<file path="config.mk">
export PLATFORM = sky130hd
export DESIGN_NAME = ortc_core
export DESIGN_NICKNAME = d
export VERILOG_FILES = /design/src/core/ortc_pkg.sv /design/src/core/ortc_core.sv /design/src/core/ortc_sync.sv
export VERILOG_INCLUDE_DIRS = /design/src /design/src/core
export SDC_FILE = /design/constraint.sdc
export NUM_CORES = 1
export LEC_CHECK = 0
export ABC_AREA = 1
export CORE_MARGIN = 2
export CORE_UTILIZATION = 65
export CTS_CLUSTER_DIAMETER = 50
export DETAILED_ROUTE_END_ITERATION = 6
export DONT_BUFFER_PORTS = 1
export PLACE_DENSITY = 0.81
export RECOVER_POWER = 100
export SETUP_SLACK_MARGIN = 0.5
export SLEW_MARGIN = 20
export SYNTH_ARGS = -nofsm -noshare
export SYNTH_HDL_FRONTEND = slang
export SYNTH_HIERARCHICAL = 1
export SYNTH_SLANG_ARGS = --single-unit
</file>
<file path="constraint.sdc">
create_clock -name clk -period 14 [get_ports clk]
set_input_delay 0 -clock clk [delete_from_list [all_inputs] [get_ports clk]]
set_output_delay 0 -clock clk [all_outputs]
set_load 0.02 [all_outputs]
</file>
<file path="src/core/ortc_defines.svh">
`ifndef ORTC_DEFINES_SVH
`define ORTC_DEFINES_SVH

// Bus addresses, instruction codes and counter values
`define ORTC_ADDR_WR      8'ha0
`define ORTC_ADDR_RD      8'ha1
`define ORTC_CMD_HOLD_ON  8'h11
`define ORTC_CMD_HOLD_OFF 8'h10
`define ORTC_CMD_SLP_ON   8'h21
`define ORTC_CMD_SLP_OFF  8'h20
`define ORTC_CMD_PASS_ON  8'h31
`define ORTC_CMD_PASS_OFF 8'h30
`define ORTC_CMD_FAST_ON  8'h41
`define ORTC_CMD_FAST_OFF 8'h40
`define ORTC_CMD_LOAD     8'h80
`define ORTC_SLEEP_VALUE  24'haaaaaa
`define ORTC_COUNT_RESET  24'h000000

// Avalon register byte offsets
`define ORTC_OFS_STATUS   4'h0
`define ORTC_OFS_COUNT    4'h4
`define ORTC_OFS_CTRL     4'h8

// Status and control register fields
`define ORTC_ST_HOLD      0
`define ORTC_ST_SLEEP     1
`define ORTC_ST_PASS      2
`define ORTC_ST_FAST      3
`define ORTC_ST_FROZEN    4
`define ORTC_ST_POR       5
`define ORTC_CTRL_LOSS_EN 0
`define ORTC_CTRL_RESET   1'b1

// Timing
`define ORTC_CLK_MHZ      250
`define ORTC_POR_MS       10
`define ORTC_OSC_LOSS_US  1000
`define ORTC_OSC_HZ       32768
`define ORTC_PRESCALE     4
`define ORTC_SLOW_S       32
`define ORTC_FAST_S       1
`define ORTC_TICK_HZ      (`ORTC_OSC_HZ / `ORTC_PRESCALE)
`define ORTC_POR_CYCLES   (`ORTC_POR_MS * `ORTC_CLK_MHZ * 1000)
`define ORTC_LOSS_CYCLES  (`ORTC_OSC_LOSS_US * `ORTC_CLK_MHZ)
`define ORTC_SLOW_TICKS   (`ORTC_SLOW_S * `ORTC_TICK_HZ)
`define ORTC_FAST_TICKS   (`ORTC_FAST_S * `ORTC_TICK_HZ)

`endif

</file>
<file path="src/core/ortc_pkg.sv">
package ortc_pkg;

  typedef enum logic [2:0] {
    ORTC_IDLE,
    ORTC_ADDR,
    ORTC_WDATA,
    ORTC_ACK,
    ORTC_RDATA,
    ORTC_RACK,
    ORTC_IGNORE
  } ortc_bus_st_t;

endpackage

</file>
<file path="src/core/ortc_core.sv">
// Summary of operation
// Instructions are decoded only after the write address byte is acknowledged.
// Hold freezes and clears the divider; the two prescaler bits keep running.
// After hold release the first counter increment comes 32 seconds later.
// After release the divider advances on the next 8192 Hz prescaler tick.
// Oscillator loss outside deep sleep causes a full chip reset.
// Deep sleep needs hold, load of AAAAAAh, sleep code, then STOP.
// Sleep disable restarts the oscillator during its acknowledge; release follows.
// Passthrough puts the oscillator on the wake pin instead of pulses.
// Fast mode increments and pulses once per second instead of 32 seconds.
// In fast mode the master finishes each access within one second.
// Repeated START unfreezes the counter like a STOP.
// Counter load updates only the bytes actually received.
// Load takes three bytes, upper first; the next byte is an instruction.
// Counting starts on the acknowledge of the divider release code.
// Master should wait for a time marker between load and release.
// Counter frozen during access; a pending increment applies afterward.
// Read returns the three counter bytes cyclically until terminated.
// Master ends a counter read within 32 seconds or a count drops.
// Power-on reset lasts at most 10 ms with the bus unresponsive.
// After reset all modes are off and the counter is zero.
// A foreign slave address is ignored until the next START or STOP.
// Read continues upper byte first while acknowledged; no acknowledge ends it.
// Codes 31h and 30h switch oscillator passthrough on and off.
// Codes 41h and 40h switch fast counting on and off.
// Unknown instruction bytes are acknowledged and otherwise ignored.
`timescale 1ns/100ps
`include "ortc_defines.svh"
module ortc_core #(
  parameter int unsigned POR_CYCLES  = `ORTC_POR_CYCLES,
  parameter int unsigned LOSS_CYCLES = `ORTC_LOSS_CYCLES,
  parameter int unsigned SLOW_TICKS  = `ORTC_SLOW_TICKS,
  parameter int unsigned FAST_TICKS  = `ORTC_FAST_TICKS
) (
  input  wire logic        clk,
  input  wire logic        rst,
  input  wire logic [3:0]  avs_address,
  input  wire logic        avs_read,
  input  wire logic        avs_write,
  input  wire logic [31:0] avs_writedata,
  input  wire logic [3:0]  avs_byteenable,
  output logic [31:0]      avs_readdata,
  output logic             avs_waitrequest,
  input  wire logic        scl_in,
  input  wire logic        sda_in,
  output logic             sda_out,
  output logic             sda_oe,
  input  wire logic        osc_in,
  output logic             osc_enable,
  output logic             wake_out
);

  ortc_pkg::ortc_bus_st_t state_q;
  logic                   scl_s;
  logic                   sda_s;
  logic                   osc_s;
  logic                   scl_prev_q;
  logic                   sda_prev_q;
  logic                   osc_prev_q;
  logic [3:0]             bit_cnt_q;
  logic [7:0]             shift_q;
  logic                   rd_mode_q;
  logic [1:0]             rd_idx_q;
  logic                   sda_oe_q;
  logic [1:0]             param_q;
  logic                   hold_q;
  logic                   sleep_q;
  logic                   sleep_arm_q;
  logic                   pass_q;
  logic                   fast_q;
  logic                   frozen_q;
  logic                   pend_q;
  logic [23:0]            count_q;
  logic [1:0]             pre_q;
  logic [17:0]            div_q;
  logic [17:0]            div_lim;
  logic                   int_q;
  logic                   wake_q;
  logic [31:0]            por_cnt_q;
  logic [31:0]            loss_cnt_q;
  logic                   loss_en_q;
  logic                   ack_q;
  logic [31:0]            rdata_q;
  logic                   por_busy;
  logic                   scl_rise;
  logic                   scl_fall;
  logic                   start_ev;
  logic                   stop_ev;
  logic                   byte_done;
  logic                   addr_ok;
  logic                   wbyte_ev;
  logic                   osc_rise;
  logic                   tick8k;
  logic                   tick_inc;
  logic                   loss_ev;
  logic [7:0]             tx_byte;

  ortc_sync #(.RESET_VAL(1'b1)) u_sync_scl (.clk(clk), .rst(rst), .d(scl_in), .q(scl_s));
  ortc_sync #(.RESET_VAL(1'b1)) u_sync_sda (.clk(clk), .rst(rst), .d(sda_in), .q(sda_s));
  ortc_sync #(.RESET_VAL(1'b0)) u_sync_osc (.clk(clk), .rst(rst), .d(osc_in), .q(osc_s));

  always_ff @(posedge clk or posedge rst)
  begin
    if (rst)
    begin
      scl_prev_q <= 1'b1;
      sda_prev_q <= 1'b1;
      osc_prev_q <= 1'b0;
    end
    else
    begin
      scl_prev_q <= scl_s;
      sda_prev_q <= sda_s;
      osc_prev_q <= osc_s;
    end
  end

  assign scl_rise  = scl_s & ~scl_prev_q;
  assign scl_fall  = ~scl_s & scl_prev_q;
  assign start_ev  = scl_s & scl_prev_q & sda_prev_q & ~sda_s;
  assign stop_ev   = scl_s & scl_prev_q & ~sda_prev_q & sda_s;
  assign byte_done = scl_fall & (bit_cnt_q == 4'h8) & ~start_ev & ~stop_ev & ~por_busy;
  assign addr_ok   = byte_done & (state_q == ortc_pkg::ORTC_ADDR)
                     & ((shift_q == `ORTC_ADDR_WR) | (shift_q == `ORTC_ADDR_RD));
  assign wbyte_ev  = byte_done & (state_q == ortc_pkg::ORTC_WDATA);
  assign osc_rise  = osc_s & ~osc_prev_q;
  assign por_busy  = (por_cnt_q < POR_CYCLES);

  // Read data walk upper, middle, lower, then wrap
  always_comb
  begin
    case (rd_idx_q)
      2'h0:    tx_byte = count_q[23:16];
      2'h1:    tx_byte = count_q[15:8];
      default: tx_byte = count_q[7:0];
    endcase
  end

  // Serial slave; silent while the internal reset runs
  always_ff @(posedge clk or posedge rst)
  begin
    if (rst)
    begin
      state_q   <= ortc_pkg::ORTC_IDLE;
      bit_cnt_q <= 4'h0;
      shift_q   <= 8'h00;
      rd_mode_q <= 1'b0;
      rd_idx_q  <= 2'h0;
    end
    else if (por_busy)
    begin
      state_q <= ortc_pkg::ORTC_IDLE;
    end
    else if (start_ev)
    begin
      state_q   <= ortc_pkg::ORTC_ADDR;
      bit_cnt_q <= 4'h0;
    end
    else if (stop_ev)
    begin
      state_q <= ortc_pkg::ORTC_IDLE;
    end
    else
    begin
      case (state_q)
        ortc_pkg::ORTC_ADDR, ortc_pkg::ORTC_WDATA:
        begin
          if (scl_rise && bit_cnt_q != 4'h8)
          begin
            shift_q   <= {shift_q[6:0], sda_s};
            bit_cnt_q <= bit_cnt_q + 4'h1;
          end
          else if (byte_done)
          begin
            bit_cnt_q <= 4'h0;
            if (state_q == ortc_pkg::ORTC_WDATA)
            begin
              state_q <= ortc_pkg::ORTC_ACK;
            end
            else if (addr_ok)
            begin
              state_q   <= ortc_pkg::ORTC_ACK;
              rd_mode_q <= shift_q[0];
              rd_idx_q  <= 2'h0;
            end
            else
            begin
              state_q <= ortc_pkg::ORTC_IGNORE;
            end
          end
        end
        ortc_pkg::ORTC_ACK:
        begin
          if (scl_fall)
          begin
            bit_cnt_q <= 4'h0;
            if (rd_mode_q)
            begin
              state_q <= ortc_pkg::ORTC_RDATA;
              shift_q <= tx_byte;
              rd_idx_q <= (rd_idx_q == 2'h2) ? 2'h0 : rd_idx_q + 2'h1;
            end
            else
            begin
              state_q <= ortc_pkg::ORTC_WDATA;
            end
          end
        end
        ortc_pkg::ORTC_RDATA:
        begin
          if (scl_fall)
          begin
            if (bit_cnt_q == 4'h7)
            begin
              state_q <= ortc_pkg::ORTC_RACK;
            end
            else
            begin
              shift_q   <= {shift_q[6:0], 1'b0};
              bit_cnt_q <= bit_cnt_q + 4'h1;
            end
          end
        end
        ortc_pkg::ORTC_RACK:
        begin
          if (scl_rise && sda_s)
          begin
            state_q <= ortc_pkg::ORTC_IGNORE;
          end
          else if (scl_fall)
          begin
            state_q   <= ortc_pkg::ORTC_RDATA;
            shift_q   <= tx_byte;
            bit_cnt_q <= 4'h0;
            rd_idx_q  <= (rd_idx_q == 2'h2) ? 2'h0 : rd_idx_q + 2'h1;
          end
        end
        ortc_pkg::ORTC_IDLE, ortc_pkg::ORTC_IGNORE:
        begin
          state_q <= state_q;
        end
        default:
        begin
          state_q <= ortc_pkg::ORTC_IDLE;
        end
      endcase
    end
  end

  // One clock behind the state; negligible against the bus bit time
  always_ff @(posedge clk or posedge rst)
  begin
    if (rst)
    begin
      sda_oe_q <= 1'b0;
    end
    else
    begin
      sda_oe_q <= (state_q == ortc_pkg::ORTC_ACK)
                  | ((state_q == ortc_pkg::ORTC_RDATA) & ~shift_q[7]);
    end
  end

  assign sda_out = 1'b0;
  assign sda_oe  = sda_oe_q;

  // Instruction decode and mode flags
  always_ff @(posedge clk or posedge rst)
  begin
    if (rst)
    begin
      param_q     <= 2'h0;
      hold_q      <= 1'b0;
      sleep_q     <= 1'b0;
      sleep_arm_q <= 1'b0;
      pass_q      <= 1'b0;
      fast_q      <= 1'b0;
    end
    else if (por_busy)
    begin
      param_q     <= 2'h0;
      hold_q      <= 1'b0;
      sleep_q     <= 1'b0;
      sleep_arm_q <= 1'b0;
      pass_q      <= 1'b0;
      fast_q      <= 1'b0;
    end
    else
    begin
      if (addr_ok)
      begin
        param_q <= 2'h0;
      end
      else if (wbyte_ev && param_q != 2'h0)
      begin
        param_q <= (param_q == 2'h3) ? 2'h0 : param_q + 2'h1;
      end
      else if (wbyte_ev)
      begin
        case (shift_q)
          `ORTC_CMD_HOLD_ON:  hold_q <= 1'b1;
          `ORTC_CMD_HOLD_OFF: hold_q <= 1'b0;
          `ORTC_CMD_SLP_ON:   sleep_arm_q <= hold_q & (count_q == `ORTC_SLEEP_VALUE);
          `ORTC_CMD_SLP_OFF:
          begin
            sleep_q     <= 1'b0;
            sleep_arm_q <= 1'b0;
          end
          `ORTC_CMD_PASS_ON:  pass_q <= 1'b1;
          `ORTC_CMD_PASS_OFF: pass_q <= 1'b0;
          `ORTC_CMD_FAST_ON:  fast_q <= 1'b1;
          `ORTC_CMD_FAST_OFF: fast_q <= 1'b0;
          `ORTC_CMD_LOAD:     param_q <= 2'h1;
          default:            param_q <= 2'h0;
        endcase
      end
      if (stop_ev && sleep_arm_q)
      begin
        sleep_q     <= 1'b1;
        sleep_arm_q <= 1'b0;
      end
    end
  end

  // Counter frozen from a valid address until START or STOP
  always_ff @(posedge clk or posedge rst)
  begin
    if (rst)
    begin
      frozen_q <= 1'b0;
    end
    else if (por_busy || start_ev || stop_ev)
    begin
      frozen_q <= 1'b0;
    end
    else if (addr_ok)
    begin
      frozen_q <= 1'b1;
    end
  end

  // Prescaler runs through hold; divider cleared while held
  assign tick8k   = osc_rise & (pre_q == 2'h3);
  assign div_lim  = fast_q ? 18'(FAST_TICKS - 1) : 18'(SLOW_TICKS - 1);
  assign tick_inc = tick8k & ~hold_q & (div_q >= div_lim);

  always_ff @(posedge clk or posedge rst)
  begin
    if (rst)
    begin
      pre_q <= 2'h0;
      div_q <= 18'h00000;
    end
    else if (por_busy)
    begin
      pre_q <= 2'h0;
      div_q <= 18'h00000;
    end
    else
    begin
      if (osc_rise)
      begin
        pre_q <= pre_q + 2'h1;
      end
      if (hold_q)
      begin
        div_q <= 18'h00000;
      end
      else if (tick_inc)
      begin
        div_q <= 18'h00000;
      end
      else if (tick8k)
      begin
        div_q <= div_q + 18'h00001;
      end
    end
  end

  // Increment due while frozen waits; a second one is dropped
  always_ff @(posedge clk or posedge rst)
  begin
    if (rst)
    begin
      count_q <= `ORTC_COUNT_RESET;
      pend_q  <= 1'b0;
    end
    else if (por_busy)
    begin
      count_q <= `ORTC_COUNT_RESET;
      pend_q  <= 1'b0;
    end
    else if (wbyte_ev && param_q != 2'h0)
    begin
      case (param_q)
        2'h1:    count_q[23:16] <= shift_q;
        2'h2:    count_q[15:8]  <= shift_q;
        default: count_q[7:0]   <= shift_q;
      endcase
      pend_q <= pend_q | tick_inc;
    end
    else if (frozen_q)
    begin
      pend_q <= pend_q | tick_inc;
    end
    else if (tick_inc || pend_q)
    begin
      count_q <= count_q + 24'h000001;
      pend_q  <= 1'b0;
    end
  end

  // Wake pin: pulse lasts until the next rising oscillator edge
  always_ff @(posedge clk or posedge rst)
  begin
    if (rst)
    begin
      int_q  <= 1'b0;
      wake_q <= 1'b0;
    end
    else
    begin
      if (tick_inc)
      begin
        int_q <= 1'b1;
      end
      else if (osc_rise || por_busy)
      begin
        int_q <= 1'b0;
      end
      wake_q <= pass_q ? osc_s : int_q;
    end
  end

  assign wake_out   = wake_q;
  assign osc_enable = ~sleep_q;

  // Missing oscillator edges outside sleep restart the internal reset
  assign loss_ev = loss_en_q & (loss_cnt_q >= LOSS_CYCLES);

  always_ff @(posedge clk or posedge rst)
  begin
    if (rst)
    begin
      loss_cnt_q <= 32'h00000000;
      por_cnt_q  <= 32'h00000000;
    end
    else
    begin
      if (osc_rise || sleep_q || por_busy || !loss_en_q)
      begin
        loss_cnt_q <= 32'h00000000;
      end
      else
      begin
        loss_cnt_q <= loss_cnt_q + 32'h00000001;
      end
      if (loss_ev)
      begin
        por_cnt_q <= 32'h00000000;
      end
      else if (por_busy)
      begin
        por_cnt_q <= por_cnt_q + 32'h00000001;
      end
    end
  end

  // Avalon slave: every access answers on the second cycle
  assign avs_waitrequest = (avs_read | avs_write) & ~ack_q;
  assign avs_readdata    = rdata_q;

  always_ff @(posedge clk or posedge rst)
  begin
    if (rst)
    begin
      ack_q     <= 1'b0;
      rdata_q   <= 32'h00000000;
      loss_en_q <= `ORTC_CTRL_RESET;
    end
    else
    begin
      ack_q <= (avs_read | avs_write) & ~ack_q;
      if (avs_read && !ack_q)
      begin
        rdata_q <= 32'h00000000;
        case (avs_address)
          `ORTC_OFS_STATUS:
          begin
            rdata_q[`ORTC_ST_HOLD]   <= hold_q;
            rdata_q[`ORTC_ST_SLEEP]  <= sleep_q;
            rdata_q[`ORTC_ST_PASS]   <= pass_q;
            rdata_q[`ORTC_ST_FAST]   <= fast_q;
            rdata_q[`ORTC_ST_FROZEN] <= frozen_q;
            rdata_q[`ORTC_ST_POR]    <= por_busy;
          end
          `ORTC_OFS_COUNT: rdata_q[23:0] <= count_q;
          `ORTC_OFS_CTRL:  rdata_q[`ORTC_CTRL_LOSS_EN] <= loss_en_q;
          default:         rdata_q <= 32'h00000000;
        endcase
      end
      if (avs_write && ack_q && avs_address == `ORTC_OFS_CTRL && avs_byteenable[0])
      begin
        loss_en_q <= avs_writedata[`ORTC_CTRL_LOSS_EN];
      end
    end
  end

endmodule // ortc_core

</file>
<file path="src/core/ortc_sync.sv">
`timescale 1ns/100ps
module ortc_sync #(
  parameter logic RESET_VAL = 1'b1
) (
  input  wire logic clk,
  input  wire logic rst,
  input  wire logic d,
  output logic      q
);

  logic meta_q;

  always_ff @(posedge clk or posedge rst)
  begin
    if (rst)
    begin
      meta_q <= RESET_VAL;
      q      <= RESET_VAL;
    end
    else
    begin
      meta_q <= d;
      q      <= meta_q;
    end
  end

endmodule // ortc_sync

</file>
==> impl_results.md, run 1 <==
* Run status: finished, violations left
* Failing checks: max-capacitance violations, max-slew violations
* Avg WL per Cell at 15.5 um
* Hold_buf cts at 15
* Clock-pin slew on the worst setup and hold paths at 0.06 ns
* Actual slew at the worst max-slew pin at between 4 and 5 ns
* Register area at 4340 um2
* Setup TNS at 0 ns
* Ant. Diodes at 0
* CP Buf/Inv Count at 3
* Post-CTS sizing at 0
* Max stage delay on crit path at 2.55 ns
* Clk Latency, worst-skew pair at 0.44 ns
* Worst path arrival time at 5.72 ns
* VDD IR max at between 0.09 and 0.1 mV
* Worst reg2reg path depth at 12
* Top-area cell type share of the netlist area at 0.401
* Fin Hold WS at 0.110 ns
* Via density at 5.70
* Synth Area in Simple Gates at 0.327
* Ports at 84
* Fillers at between 1k and 1.5k
* F_max at around 170 MHz
* Critical Path RT at between 10 and 15 ns
* Worst clock skew at ~0.012 ns
* Clock tree buffer depth at 2
* Worst setup SP type: input pin
* Final hold vios at 0
* Clock sink count at about 170
* Post-route antenna net violation count at 0
* Starting density of the core at 0.659
* Num rows at 46
* Setup Buffers After CTS at 0
* FF+latch count, synth at 173
* CTS buffer count at 17
* Core Area at ~16000 um2
* First-pass GRT wire length at roughly 41000 um
* Clock network fraction of total power at 0.489
* Largest cells by area after synthesis: dfrtp_1, nand2_1, nor2_1, inv_1, xor2_1
* Register share of total power at 0.484
* Chip Width at 130 um
* Fin crit share at 0.425
* Kind of critical path: input pin to asynchronous set/reset pin
* Cell count after synthesis at 1402
* Number of library cell types mapped by synthesis at 55
* Post-Synth XOR/XNOR Area at 0.0457
* Fin crit period at approximately 6 ns
* Starting DRT DRC Count at 974
* Post-synth top area cell: dfrtp_1
* Die area at about 17000 um2
* DP HPWL at 17900 um
* H-tree depth at 4
* CP max FO at 100
* Die Height at ~130 um
* Yosys warnings at 6
* Number of port buffers at 0
* Total wire length at ~25000 um
* Int Power at 833 uW
* Largest net degree at the start of global routing at 101
* Mux cell area share after synthesis at 0.00109
* GRT Residual Overflow at 0
* Drt drc at 0
* Synth Area in Adders at 0.0217
* DRT Pass-1 Iters at 6
* Crit end category: asynchronous set/reset pin
* Layout area overhead at 7.20%
* Area of the multi-input gates at roughly 5100 um2
* Vias in the first global route at roughly 8.4k
* Share of post-route cells with drive strength above 1 at 0.0416
* Final nets at roughly 1.5k
* Slew HR at -1.98
* Sw Share at 0.217
* RSZ-0062 raised after global routing: false
* Crit path max-delay family: buffers and inverters
* Leakage power at 4.99 nW
* Routability Congestion at 1.03
* Most common cell after layout, fill and taps aside: nand2_1
* Overall routing resource usage at 0.308
* Pwr per Cell Area at roughly 96 nW/um2
* Max_cap viols at 3
* Setup-failing EPs final at 0
* Critical path depth at 3
* Largest family of logic cells by synthesized area: simple AND/OR/NAND/NOR gates
* Worst Hold Class: input pin to asynchronous set/reset pin
* Compound-Gate Fraction of Synth Area at 0.0985
* Net Switching at around 230 uW
* Vias post-DR at around 9.3k
* Initial antenna violation count at 0
* Ordered cell list for the critical path: dlygate4sd3_1 -> clkinvlp_2 -> clkbuf_1
* Cell area after synthesis at 10400 um2
* Mean post-synth cell area at approximately 7.4 um2
* Fin. max-slew vios at between 150 and 200
* Most frequent cells in the layout: nand2_1, nor2_1, dfrtp_1
* CTS root buf: clkbuf_16
* Crit path max-delay cell type: clkbuf_1
* Post-synthesis sequential area ratio at 0.419
* CTS tree: built
* Combinational Power Share at 0.027
==> layer usage <==
metal	share of wire	global-route usage	wire, um
met5	0	0	0
met4	0.023	0.0936	574
met3	0.067	0.0578	1710
met2	0.46	0.486	11700
met1	0.45	0.435	11400
==> worst register-to-register path: stages, from the launching register on <==
cell and delay (ns):
dfrtp_1 0.40, inv_1 0.14, nand2_1 0.07, nor2_1 0.08, nand3_1 0.08, nand2_1 0.09, nand2_1 0.06, nand2_1 0.45
clkbuf_1 1.07, clkinvlp_2 1.36, nor2_1 0.51, nand3_1 0.93, nor3b_1 0.48
==> layout make-up <==
| cell class | count | area share |
|---|---|---|
| clock inverters | 8 | 0.0141 |
| clock buffers | 24 | 0.0443 |
| repair buffers | 19 | 0.0152 |
| well taps | 216 | 0.0243 |
| multi-input cells | 1027 | 0.455 |
| flip-flops and latches | 173 | 0.391 |
| inverters | 166 | 0.0563 |
==> sequential cells by signal, summed over array words and instances, names as in the netlist, 2 cells and up <==
| register | cells |
|---|---|
| shift_q | 8 |
| bit_cnt_q | 4 |
| pre_q | 2 |
| avs_readdata | 24 |
| state_q | 3 |
| rd_idx_q | 2 |
| param_q | 2 |
| div_q | 18 |
| por_cnt_q | 32 |
| loss_cnt_q | 32 |
| count_q | 24 |
==> power groups by stage <==
stage	clock network (mW)	logic [mW]	registers, mW
3_3_place_gp	0	0.0247	0.524
2_1_floorplan	0	0.0218	0.522
3_5_place_dp	0	0.0255	0.524
4_1_cts	0.523	0.0297	0.515
5_1_grt	0.547	0.0335	0.516
6_report	0.520	0.0288	0.515
==> cell usage after synthesis (all sizes together) <==
master,count
a32oi,1
a21oi,49
nand4,35
o22ai,13
nor3b,8
o21bai,2
buf,32
and3,2
nor4,8
a31o,1
nand3,76
conb,1
o211ai,2
dfstp,7
xnor2,9
ha,18
o41ai,8
and2,1
o21ai,55
or2,4
xor2,45
dfrtp,166
a211oi,7
nor2,177
clkinv,2
nand2,396
o211a,1
o311ai,1
o31ai,17
a221oi,1
nand3b,7
o221ai,1
clkbuf,12
mux2,1
a31oi,6
a21o,1
nor3,65
inv,164
==> logic make-up after synthesis <==
group                      count (synthesis)
muxes                                      1
buffers and inverters                    210
AOI/OAI and AO/OA                        166
DFF                                      173
and+or+nand+nor                          779
adders and majority gates                 18
xor gates and xnor gates                  54
other                                      1
==> final timing paths <==
check             slack (ns)               from                 to
hold reg to reg         0.36  u_sync_osc/meta_q       u_sync_osc/q
hold / removal          0.11                rst  u_sync_sda/meta_q
setup / recovery        8.04                rst     loss_cnt_q[10]
max in group clk        8.18      por_cnt_q[11]      loss_cnt_q[3]
setup reg to reg        8.18      por_cnt_q[11]      loss_cnt_q[3]
min in group clk        0.11             scl_in  u_sync_scl/meta_q
==> metrics by stage <==
step / instances / power [mW] / cell area (um2) / worst slack, ns / util
after floorplan: 1410 / 0.544 / 10400 / 9.49 / -
after global placement: 1586 / 0.549 / 10400 / 11.03 / 0.663
after detailed placement: 1586 / 0.550 / 10400 / 11.01 / 0.663
after CTS: 1633 / 1.07 / 11200 / 10.99 / 0.714
after global routing: 1633 / 1.10 / 11100 / 6.64 / 0.707
final: 1633 / 1.06 / 11100 / 8.04 / 0.707
Power figures use the tool's default switching activity.
==> inputs of run 2 (changes only) <==
- CORE_UTILIZATION: 65 -> 58
- PLACE_DENSITY: 0.81 -> 0.76
- clock period: 14 -> 5 ns (I/O delays scaled with it)
==> impl_results.md, run 2 (synthesis results as in run 1) <==
* Chip Width at 138 um (+5.7%)
* Worst clock skew at 0.0137 ns (+0.00150 ns)
* CTS buffer count at 17 (unchanged)
* Starting DRT DRC Count at 623 (-36%)
* CP max FO at 27 (-73%)
* Setup Buffers After CTS at 0 (unchanged)
* Setup TNS at 0 ns (unchanged)
* Post-place setup slack at 2.13 ns (-8.89 ns)
* Clock-pin slew on the worst setup and hold paths at 0.07 ns (about the same)
* Top flop regs: loss_cnt_q: 32 flops, por_cnt_q: 32 flops
* Vias post-DR at 9116 (-2.1%)
* Clock sink count at 173 (unchanged)
* GRT Residual Overflow at 0 (unchanged)
* DP HPWL at 17900 um (+0.14%)
* F_max at 279 MHz
* Layout area overhead at 7.15% (about the same)
* Clk Latency, worst-skew pair at 0.44 ns (about the same)
* Ports at 84 (unchanged)
* Slew HR at -0.110 (+1.87)
* Crit path max-delay family: simple AND/OR/NAND/NOR gates
* Post-route antenna net violation count at 0 (unchanged)
* Failing checks: max-capacitance violations, max-slew violations
* Ordered cell list for the critical path: inv_1 -> nand2_1 -> nor2_1 -> nand3_1 -> nand2_1 -> nand2_1 -> nand2_1 -> clkbuf_1 -> o31ai_1 -> inv_1 -> nand2_1 -> nand2_1 -> nand2_1 -> nand2_1
* CTS tree: built
* Fillers at 1554 (+19%)
* Clock tree buffer depth at 2 (unchanged)
* Total wire length at 25000 um (-1.6%)
* Max stage delay on crit path at 0.79 ns (-1.76 ns)
* Clock network fraction of total power at 0.469 (-0.020)
* Core Area at 17400 um2 (+10%)
* Combinational Power Share at 0.029 (+0.002)
* Fin. max-slew vios at 38 (-78%)
* H-tree depth at 4 (unchanged)
* Int Power at 2.20 mW (+160%)
* Max_cap viols at 1 (-2)
* Most frequent cells in the layout: nand2_1, nor2_1, dfrtp_1
* Area of the multi-input gates at 5070 um2 (+0.40%)
* Final nets at 1468 (-0.068%)
* CTS root buf: clkbuf_16
* Overall routing resource usage at 0.280 (-0.0280)
* Crit path max-delay cell type: clkbuf_1
* Number of port buffers at 0 (unchanged)
* Crit end category: flop
* Most common cell after layout, fill and taps aside: nand2_1
* Final hold vios at 0 (unchanged)
* Via density at 5.56 (-2.6%)
* Drt drc at 0 (unchanged)
* CP Buf/Inv Count at 3 (unchanged)
* Kind of critical path: flop to flop
* Sw Share at 0.235 (+0.0179)
* First-pass GRT wire length at 41700 um (+0.90%)
* Share of post-route cells with drive strength above 1 at 0.0459 (+0.00427)
* Pwr per Cell Area at 259 nW/um2 (+170%)
* Fin crit share at 0.716
* Register area at 4340 um2 (unchanged)
* Post-CTS sizing at 0 (unchanged)
* Worst setup SP type: flop
* Fin crit period at about 3.6 ns
* Setup-failing EPs final at 0 (unchanged)
* Num rows at 48 (+4.3%)
* Run status: finished, violations left
* DRT Pass-1 Iters at 5 (-1)
* Net Switching at 674 uW (+190%)
* Routability Congestion at 1.00 (-2.3%)
* Die area at 18900 um2 (+12%)
* Leakage power at 5.00 nW (about the same)
* Die Height at 138 um (+5.7%)
* Worst Hold Class: input pin to flop
* RSZ-0062 raised after global routing: false
* Starting density of the core at 0.597 (-0.0624)
* Avg WL per Cell at 15.2 um (-2.0%)
* Initial antenna violation count at 0 (unchanged)
* Critical Path RT at 5.37 ns (-8.40 ns)
* Register share of total power at 0.502 (+0.018)
* Ant. Diodes at 0 (unchanged)
* VDD IR max at 0.325 mV (+250%)
* Largest net degree at the start of global routing at 131 (+30%)
* Most common cell on crit path: nand2_1
* Final setup margin at 1.42 ns (-6.62 ns)
* Worst path arrival time at 3.95 ns (-1.77 ns)
* Vias in the first global route at 8452 (+0.51%)
* Actual slew at the worst max-slew pin at 1.66 ns (-2.79 ns)
-- run 2: worst register-to-register path, cell delays in order (launching register included) --
cell	delay, ns
dfrtp_1	0.41
inv_1	0.14
nand2_1	0.07
nor2_1	0.09
nand3_1	0.08
nand2_1	0.08
nand2_1	0.05
nand2_1	0.73
clkbuf_1	0.79
o31ai_1	0.30
inv_1	0.14
nand2_1	0.11
nand2_1	0.34
nand2_1	0.09
nand2_1	0.08
-- run 2: area by class of cell --
class | instances | area share
Clock buffer | 18 | 0.0396
Clock inverter | 14 | 0.0143
Inverter | 166 | 0.0565
Multi-Input combinational cell | 1027 | 0.457
Sequential cell | 173 | 0.391
Tap cell | 225 | 0.0254
Timing Repair Buffer | 18 | 0.0163
-- run 2: routing by layer --
layer / share of wire / up-vias / track usage
met3: 0.054 / 32 / 0.0545
met4: 0.016 / 0 / 0.0745
met5: 0 / - / 0
met1: 0.47 / 4267 / 0.400
met2: 0.46 / 269 / 0.437
li1: - / 4548 / -
-- run 2: metrics by stage --
step	hold WS, ns	util	area, um2	total power [mW]	cells
after detailed placement	-0.253	0.601	10400	1.54	1594
after global placement	-0.255	0.601	10400	1.54	1594
after global routing	0.0918	0.639	11100	2.96	1641
after floorplan	-0.259	-	10400	1.52	1410
final	0.0160	0.639	11100	2.87	1641
after CTS	0.00527	0.644	11200	2.89	1641
-- run 2: power groups by stage --
stage          sequential (mW)  clock (mW)  combinational, mW
6_report                  1.44        1.35             0.0819
5_1_grt                   1.44        1.43             0.0952
4_1_cts                   1.44        1.36             0.0838
3_5_place_dp              1.47           0             0.0713
3_3_place_gp              1.47           0             0.0701
2_1_floorplan             1.46           0             0.0613
-- run 2: worst paths after layout --
kind,from,to,slack [ns],depth (start not counted)
worst max register to register,por_cnt_q[11],count_q[13],1.42,14
worst max-delay path,por_cnt_q[11],count_q[13],1.42,14
min in group asynchronous,rst,u_sync_scl/meta_q,0.11,2
worst min-delay path,avs_address[3],avs_readdata[0],0.02,3
worst min register to register,u_sync_osc/meta_q,u_sync_osc/q,0.36,0
max in group asynchronous,rst,count_q[15],3.19,3
-- run 2: repair_timing --
item	CTS	global route
setup endpoints to repair	0	0
hold buffers	15	0
endpoints found under the hold margin	58	0
